==> config.mk <==
export PLATFORM = sky130hd
export DESIGN_NAME = lsd_receiver
export DESIGN_NICKNAME = d
export VERILOG_FILES = /design/src/inc/lsd_pkg.sv /design/src/rtl/lsd_buffer.sv /design/src/rtl/lsd_receiver.sv
export VERILOG_INCLUDE_DIRS = /design/src /design/src/inc
export SDC_FILE = /design/constraint.sdc
export NUM_CORES = 1
export LEC_CHECK = 0
export BUFFER_PORTS_ARGS = -buffer_cell sky130_fd_sc_hd__buf_4
export CAP_MARGIN = 10
export CORE_ASPECT_RATIO = 0.9
export CORE_MARGIN = 3
export CORE_UTILIZATION = 48
export CTS_CLUSTER_DIAMETER = 60
export DETAILED_ROUTE_END_ITERATION = 8
export GPL_TIMING_DRIVEN = 0
export SKIP_LAST_GASP = 1
export SLEW_MARGIN = 20
export SYNTH_ARGS = -nofsm -noshare
export SYNTH_HDL_FRONTEND = slang
export SYNTH_SLANG_ARGS = --single-unit
export TNS_END_PERCENT = 100
==> constraint.sdc <==
create_clock -name sys_clk -period 12.6 [get_ports sys_clk]
set_input_delay 0.63 -clock sys_clk [delete_from_list [all_inputs] [get_ports sys_clk]]
set_output_delay 0.63 -clock sys_clk [all_outputs]
set_load 0.01 [all_outputs]
==> src/inc/lsd_map.svh <==
/*
  Constants of the seven-to-one link receiver: lane counts, word layout and timing counts.
  Assumes a 100 MHz system clock; included by its bare name.
*/
`ifndef LSD_MAP_SVH
`define LSD_MAP_SVH
`define LSD_LANES 4
`define LSD_BITS 7
`define LSD_WORD 28
`define LSD_LINE_SYNC_BIT 24
`define LSD_FRAME_SYNC_BIT 25
`define LSD_PIXEL_VALID_BIT 26
`define LSD_SPARE_BIT 27
`define LSD_CLK_MHZ 100
`define LSD_LOCK_TIME_MS 10
`define LSD_LOCK_CYC (`LSD_LOCK_TIME_MS * 1000 * `LSD_CLK_MHZ)
`define LSD_SLEEP_ENTRY_DELAY_NS 1000
`define LSD_SLEEP_ENTRY_CYC ((`LSD_SLEEP_ENTRY_DELAY_NS * `LSD_CLK_MHZ) / 1000)
`define LSD_LOCK_EDGES 4
`define LSD_PHASE_W 8
`define LSD_WORD_RESET 28'h000_0000
`endif

==> src/inc/lsd_pkg.sv <==
/*
  Types of the seven-to-one link receiver.
  Assumes nothing beyond the map header for numbers.
*/
package lsd_pkg;
  typedef enum logic [2:0]
  {
    lsd_st_sleep = 3'b001,
    lsd_st_acquire = 3'b010,
    lsd_st_locked = 3'b100
  } lsd_state_e;
endpackage : lsd_pkg

==> src/rtl/lsd_buffer.sv <==
/*
  Two-entry word buffer with valid and ready on both sides; entries are registers.
  Assumes a single clock and a synchronous active-high clear.
*/
`timescale 1ns/1ns
`default_nettype none
module lsd_buffer #(
  parameter int WIDTH = 28,
  parameter int DEPTH = 2
) (
  // Clock and clear
  input wire logic sys_clk,
  input wire logic rst,
  // Fill side
  input wire logic in_valid,
  output logic in_ready,
  input wire logic [WIDTH-1:0] in_data,
  // Drain side
  output logic out_valid,
  input wire logic out_ready,
  output logic [WIDTH-1:0] out_data
);
  initial
  begin
    if (DEPTH != 2)
      $error("lsd_buffer supports exactly two entries");
  end

  logic [WIDTH-1:0] mem [0:1];
  logic wptr;
  logic rptr;
  logic [1:0] count;
  wire push = in_valid && in_ready;
  wire pop = out_valid && out_ready;

  assign in_ready = (count != 2'h2);
  assign out_valid = (count != 2'h0);
  assign out_data = mem[rptr];

  always_ff @(posedge sys_clk)
  begin
    if (rst)
    begin
      wptr <= 1'b0;
      rptr <= 1'b0;
      count <= 2'h0;
    end
    else
    begin
      if (push)
        wptr <= ~wptr;
      if (pop)
        rptr <= ~rptr;
      count <= count + {1'b0, push} - {1'b0, pop};
    end
  end

  always_ff @(posedge sys_clk)
  begin
    if (push)
      mem[wptr] <= in_data;
  end
endmodule : lsd_buffer
`default_nettype wire

==> src/rtl/lsd_receiver.sv <==
/*
  Receive side of a seven-to-one serial display link: samples four lanes seven times per
  link-clock period and presents a 28-bit word strobed by the falling edge of an output clock.
  Assumes the link clock and lanes are asynchronous to sys_clk and far slower than it.
*/
// Overview of operation
// Four serial data lanes plus one forwarded link clock arrive at the receiver.
// Seven bits per lane per link period, strobes evenly spaced at one seventh period.
// Recovered bits form a 28-bit word: 24 colour bits plus sync and enable lines.
// Output pixel clock falling edge strobes the word; word changes only at rising edge.
// Output pixel clock follows the link clock at the same rate.
// Lock is reached well within 10 ms of a valid clock; outputs invalid before that.
// While sleep_n is low, every parallel output is forced low.
// Sleep state is entered within 1 microsecond of sleep_n falling.
// Lane bit k of lane l appears on word bit l*7+k, matching the transmitter.
`timescale 1ns/1ns
`default_nettype none
`include "lsd_map.svh"
module lsd_receiver #(
  parameter int LANES = `LSD_LANES,
  parameter int BITS = `LSD_BITS,
  parameter int LOCK_EDGES = `LSD_LOCK_EDGES,
  parameter int LOCK_CYC = `LSD_LOCK_CYC
) (
  // Clock and reset
  input wire logic sys_clk,
  input wire logic rst,
  // Serial link
  input wire logic [LANES-1:0] serial_lane_in,
  input wire logic link_clock_in,
  // Power control
  input wire logic sleep_n,
  // Panel side
  input wire logic panel_ready,
  output logic [LANES*BITS-1:0] parallel_word_out,
  output logic pixel_strobe_out,
  // Status
  output logic link_locked,
  output logic word_overrun
);
  localparam int WORD = LANES * BITS;
  localparam int PW = `LSD_PHASE_W;

  initial
  begin
    if (WORD != `LSD_WORD || LOCK_EDGES < 1 || LOCK_EDGES > 15 || LOCK_CYC < 1)
      $error("lsd_receiver parameters out of range");
  end

  // Two flip-flops on everything arriving from outside the clock domain.
  logic [LANES-1:0] lane_s1;
  logic [LANES-1:0] lane_s2;
  logic clk_s1;
  logic clk_s2;
  logic clk_s3;
  logic sleep_s1;
  logic sleep_s2;

  always_ff @(posedge sys_clk)
  begin
    if (rst)
    begin
      lane_s1 <= '0;
      lane_s2 <= '0;
      clk_s1 <= 1'b0;
      clk_s2 <= 1'b0;
      clk_s3 <= 1'b0;
      sleep_s1 <= 1'b0;
      sleep_s2 <= 1'b0;
    end
    else
    begin
      lane_s1 <= serial_lane_in;
      lane_s2 <= lane_s1;
      clk_s1 <= link_clock_in;
      clk_s2 <= clk_s1;
      clk_s3 <= clk_s2;
      sleep_s1 <= sleep_n;
      sleep_s2 <= sleep_s1;
    end
  end

  wire asleep = ~sleep_s2;
  wire link_rise = clk_s2 && !clk_s3;

  // Position of this cycle inside the link period and the period last measured.
  logic [PW-1:0] phase;
  logic [PW-1:0] period;
  logic [BITS-1:0] taken;
  logic [WORD-1:0] shift_word;
  wire [PW-1:0] pos = link_rise ? '0 : phase + ((phase == {PW{1'b1}}) ? PW'(0) : PW'(1));
  wire [PW+4-1:0] pos_x7 = (PW+4)'(pos) * (PW+4)'(7);
  wire clock_lost = (phase == {PW{1'b1}});
  logic [BITS-1:0] next_take;
  wire [WORD-1:0] next_shift;

  // Strobe k takes the first sample at or after k/7 of the measured period, bit 0 on the rise itself.
  // With only about eight samples per period a centred strobe would miss the last bit, so margin is traded.
  genvar k;
  generate
    for (k = 0; k < BITS; k++)
    begin : g_strobe
      wire [PW+4-1:0] thr = (PW+4)'(period) * (PW+4)'(k);
      assign next_take[k] = (link_rise || !taken[k]) && (pos_x7 >= thr);
    end
  endgenerate

  always_ff @(posedge sys_clk)
  begin
    if (rst || asleep)
    begin
      phase <= {PW{1'b1}};
      period <= '0;
      taken <= '0;
    end
    else
    begin
      phase <= pos;
      if (link_rise)
        period <= phase + PW'(1);
      taken <= link_rise ? next_take : (taken | next_take);
    end
  end

  generate
    for (k = 0; k < BITS; k++)
    begin : g_capture
      genvar l;
      for (l = 0; l < LANES; l++)
      begin : g_lane
        assign next_shift[l * BITS + k] = next_take[k] ? lane_s2[l] : shift_word[l * BITS + k];
      end
    end
  endgenerate

  always_ff @(posedge sys_clk)
  begin
    if (rst)
      shift_word <= '0;
    else
      shift_word <= next_shift;
  end

  // Lock tracking.
  lsd_pkg::lsd_state_e state;
  lsd_pkg::lsd_state_e next_state;
  logic [3:0] edge_cnt;
  wire enough_edges = (edge_cnt >= 4'(LOCK_EDGES));

  always_comb
  begin
    case (state)
      lsd_pkg::lsd_st_sleep: next_state = asleep ? lsd_pkg::lsd_st_sleep : lsd_pkg::lsd_st_acquire;
      lsd_pkg::lsd_st_acquire: next_state = enough_edges ? lsd_pkg::lsd_st_locked : lsd_pkg::lsd_st_acquire;
      lsd_pkg::lsd_st_locked: next_state = clock_lost ? lsd_pkg::lsd_st_acquire : lsd_pkg::lsd_st_locked;
      default: next_state = lsd_pkg::lsd_st_sleep;
    endcase
    if (asleep)
      next_state = lsd_pkg::lsd_st_sleep;
  end

  always_ff @(posedge sys_clk)
  begin
    if (rst)
      state <= lsd_pkg::lsd_st_sleep;
    else
      state <= next_state;
  end

  always_ff @(posedge sys_clk)
  begin
    if (rst || state != lsd_pkg::lsd_st_acquire || clock_lost)
      edge_cnt <= '0;
    else if (link_rise && !enough_edges)
      edge_cnt <= edge_cnt + 4'h1;
  end

  wire locked = (state == lsd_pkg::lsd_st_locked);
  assign link_locked = locked;

  // A finished word waits here until the buffer takes it; a later word is dropped meanwhile.
  logic pend_valid;
  logic [WORD-1:0] pend_word;
  wire buf_in_ready;
  wire word_done = locked && link_rise && (&taken);
  wire pend_take = pend_valid && buf_in_ready;

  always_ff @(posedge sys_clk)
  begin
    if (rst || asleep)
    begin
      pend_valid <= 1'b0;
      pend_word <= `LSD_WORD_RESET;
      word_overrun <= 1'b0;
    end
    else
    begin
      word_overrun <= word_done && pend_valid && !pend_take;
      if (word_done && (!pend_valid || pend_take))
      begin
        pend_valid <= 1'b1;
        pend_word <= shift_word;
      end
      else if (pend_take)
        pend_valid <= 1'b0;
    end
  end

  wire buf_out_valid;
  wire [WORD-1:0] buf_out_data;
  wire strobe_rise = clk_s2 && !pixel_strobe_out;
  wire buf_pop = strobe_rise && panel_ready && locked;

  lsd_buffer #(
    .WIDTH(WORD),
    .DEPTH(2)
  ) i_lsd_buffer (
    .sys_clk(sys_clk),
    .rst(rst || asleep),
    .in_valid(pend_valid),
    .in_ready(buf_in_ready),
    .in_data(pend_word),
    .out_valid(buf_out_valid),
    .out_ready(buf_pop),
    .out_data(buf_out_data)
  );

  // The word is loaded on the output clock's rising edge so it is steady across the falling edge.
  always_ff @(posedge sys_clk)
  begin
    if (rst || asleep)
    begin
      pixel_strobe_out <= 1'b0;
      parallel_word_out <= `LSD_WORD_RESET;
    end
    else
    begin
      pixel_strobe_out <= clk_s2;
      if (buf_pop && buf_out_valid)
        parallel_word_out <= buf_out_data;
    end
  end
endmodule : lsd_receiver
`default_nettype wire

==> metrics.yaml <==
htreeDepth: 4
crit_type: "reg2reg"
cts_resized: 0
wirelength_um: 19100
yosys_register_bits: 190
gp_congestion: 0.796
synth_nets: 997
clk_latency_ns: 0.43
ys.flop_type: "dfxtp_1"
via_count: 6327
vdd_drop_max_uv: 78.5
dieWidth_um: 151
numCtsBuffers: 17
min_path_type: "in2reg"
min_to: "lane_s1[2]$_SDFF_PP0_"
required_ns: 12.95
tightest_slew_ns: 0.843
synth_edf_count: 56
core_um2: 18500
worst_setup_path_end_kind: "flop"
timing.rr.start: "phase[3]$_SDFF_PP1_"
grt_max_degree: 29
die_area_um2: 20700
worst_path_largest_cell_delay_ns: 0.61
fin_nets: 1057
ys_top_cells_by_count: "dfxtp_1 (134), nand2_1 (93), ha_1 (89)"
max_cap_violations: 0
status: "complete, no violations"
setup_viol_count_final: 0
yosysMostFrequentCell: "dfxtp_1"
reg2reg_setup_slack_ns: 6.60
via_per_inst: 5.23
io_buffers: 39
async_flop_share_pct: 0
whs_path_depth: 2
setup_tns_ns: 0
clock.fmax_mhz: 167
cts_tree: "built"
postSynthCellCount: 891
sequentialPowerShare_pct: 36.4
worstReg2RegEnd: "shift_word[13]$_SDFFE_PP0P_"
cellLeakagePower_nw: 3.78
grt.total_usage_pct: 19.4
grt_pass1_wl_um: 31200
initial_core_util_pct: 49.3
hold_start: "serial_lane_in[2]"
relSlewSlack_pct: 43.2
synth_seq_area_share_pct: 47.8
pwr-share-comb_pct: 33.8
p_int_w: 0.00118
cp-start-kind: "flop"
cpMostUsedCell: "ha_1"
drive_above_1_share_pct: 8.92
cp_slowest_cell: "o31ai_2"
postCtsSetupRepairBufs: 0
netlist_top_cells_area: "dfxtp_1 (29%), edfxtp_1 (18%), ha_1 (12%)"
row_count: 47
ctsHoldBuffers: 0
min_period_over_period_pct: 47.6
synth_top_area_share_pct: 29.4
grt-ovfl-total: 0
clock-root-buffer: "clkbuf_16"
min_period_ns: 6.00
grt_pass1_vias: 5960
drc: 0
antenna_found_initial: 0
drt_iter0_drc: 310
powerDensity_nw_per_um2: 170
crit_chain: "and3_1 > nand2_1 > nor2_1 > inv_1 > ha_1 > ha_1 > xor2_1 > and2_1 > inv_1 > fa_1 > inv_1 > ha_1 > fa_1 > a21o_1 > a21oi_1 > xnor2_1 > ha_1 > a21o_1 > a21o_1 > a211oi_1 > a21oi_1 > o31ai_2 > mux2i_1"
postSynthAreaPerCell_um2: 10.2
clk_path_buf_depth: 2
swShare_pct: 33.1
r2r_cells: 23
syn-cell-area_um2: 9130
rsz0062_at_grt: "false"
postRouteAntennaNets: 0
hold_ws_ns: 0.418
numClockSinks: 190
clock_power_share_pct: 29.8
die_height_um: 137
clkTransAtPathRegs_ns: 0.07
diodes: 0
hpwl_um: 14400
arrival_ns: 6.35
synth_warnings: 0
skew_ns: 0.0135
power_switching_w: 0.000581
finalHoldViolCount: 0
cp_max_fo: 6
ys_types: 55
yosysTopAreaCell: "dfxtp_1"
routedWlPerCell_um: 15.8
ios: 40
syn_to_final_growth_pct: 13.6
first_pass_iters: 5
drv_slew: 0
==> critical path, delay by kind of cell (launching register included) <==
kind	cells	cell delay (ns)
AND/OR/NAND/NOR	4	0.80
adder cells (fa/ha/maj)	6	1.92
multiplexers	1	0.25
AO/OA/AOI/OAI	7	1.71
buffers and inverters	3	0.30
XOR/XNOR	2	0.49
flip-flops	1	0.45
==> worst max-delay path by stage <==
stage                             start                           to  cells after the start
floorplan           phase[3]$_SDFF_PP1_  shift_word[13]$_SDFFE_PP0P_                     23
global placement      clk_s3$_SDFF_PP0_  shift_word[20]$_SDFFE_PP0P_                     18
detailed placement    clk_s3$_SDFF_PP0_  shift_word[13]$_SDFFE_PP0P_                     18
CTS                   clk_s3$_SDFF_PP0_  shift_word[13]$_SDFFE_PP0P_                     18
global route        phase[3]$_SDFF_PP1_  shift_word[13]$_SDFFE_PP0P_                     22
finish              phase[3]$_SDFF_PP1_  shift_word[13]$_SDFFE_PP0P_                     23
==> state kept, by name, summed over array words and instances (netlist names) <==
register / flops
i_lsd_buffer.mem: 56
lane_s1: 4
clk_s1: 1
sleep_s1: 1
i_lsd_buffer.count: 2
i_lsd_buffer.rptr: 1
pend_word: 28
phase: 8
parallel_word_out: 28
pixel_strobe_out: 1
i_lsd_buffer.wptr: 1
word_overrun: 1
clk_s2: 1
taken: 7
pend_valid: 1
clk_s3: 1
sleep_s2: 1
shift_word: 28
edge_cnt: 4
state: 3
period: 8
lane_s2: 4
==> layout make-up <==
class / instances / area (um^2)
Multi-Input combinational cell: 618 / 4460
Timing Repair Buffer: 41 / 340
Clock buffer: 23 / 510
Fill cell: 1655 / 8160
Sequential cell: 190 / 4360
Buffer: 35 / 131
Inverter: 48 / 180
Clock inverter: 9 / 68.8
Tap cell: 245 / 307
==> placed cells by master (no fill, tap or decap), drive strengths merged, types with 16 or more instances in the layout <==
master  netlist  layout
a211oi       40      40
a21oi        68      68
buf           3      44
clkbuf       32      55
dfxtp       134     134
edfxtp       56      56
ha           89      89
inv          48      54
mux2i        50      50
nand2        94      94
nand2b       22      22
nor2         71      71
nor2b        19      19
o21ai        29      29
xnor2        16      16
==> per-stage QoR <==
| step | total power (W) | worst slack [ns] | cells | util [%] | cell area [um^2] |
|---|---|---|---|---|---|
| detailed placement | 0.00125 | 6.33 | 1177 | 52.8 | 9780 |
| floorplan | 0.00112 | 7.37 | 891 | - | 9130 |
| global placement | 0.00123 | 6.19 | 1175 | 52.5 | 9730 |
| finish | 0.00176 | 6.60 | 1209 | 56.0 | 10400 |
| global route | 0.00189 | 6.09 | 1209 | 56.0 | 10400 |
| CTS | 0.00177 | 6.26 | 1209 | 55.9 | 10400 |
==> metal layers <==
layer	GRT usage (%)	share of wire [%]	wire (um)
met5	0	0	0
met3	3.87	4.5	866
met2	28.0	41	7800
met1	29.9	54	10300
met4	3.93	0.69	132
==> cell families (layout without fill, tap and decap cells) <==
family                   Yosys count  after routing  share of synthesized area [%]
AND/OR/NAND/NOR                  256            256                           13.0
flip-flops                       190            190                           47.8
AO/OA/AOI/OAI                    183            183                           13.2
adder cells (fa/ha/maj)           98             98                           14.1
buffers and inverters             83            156                           3.41
multiplexers                      50             50                           5.48
XOR/XNOR                          31             31                           2.98
==> power groups by stage <==
stage / sequential [W] / combinational, W / clock, W
2_1_floorplan: 0.000651 / 0.000465 / 0
3_3_place_gp: 0.000653 / 0.000579 / 0
3_5_place_dp: 0.000653 / 0.000593 / 0
4_1_cts: 0.000640 / 0.000597 / 0.000533
5_1_grt: 0.000640 / 0.000691 / 0.000560
6_report: 0.000640 / 0.000594 / 0.000523
Power figures use the tool's default switching activity.
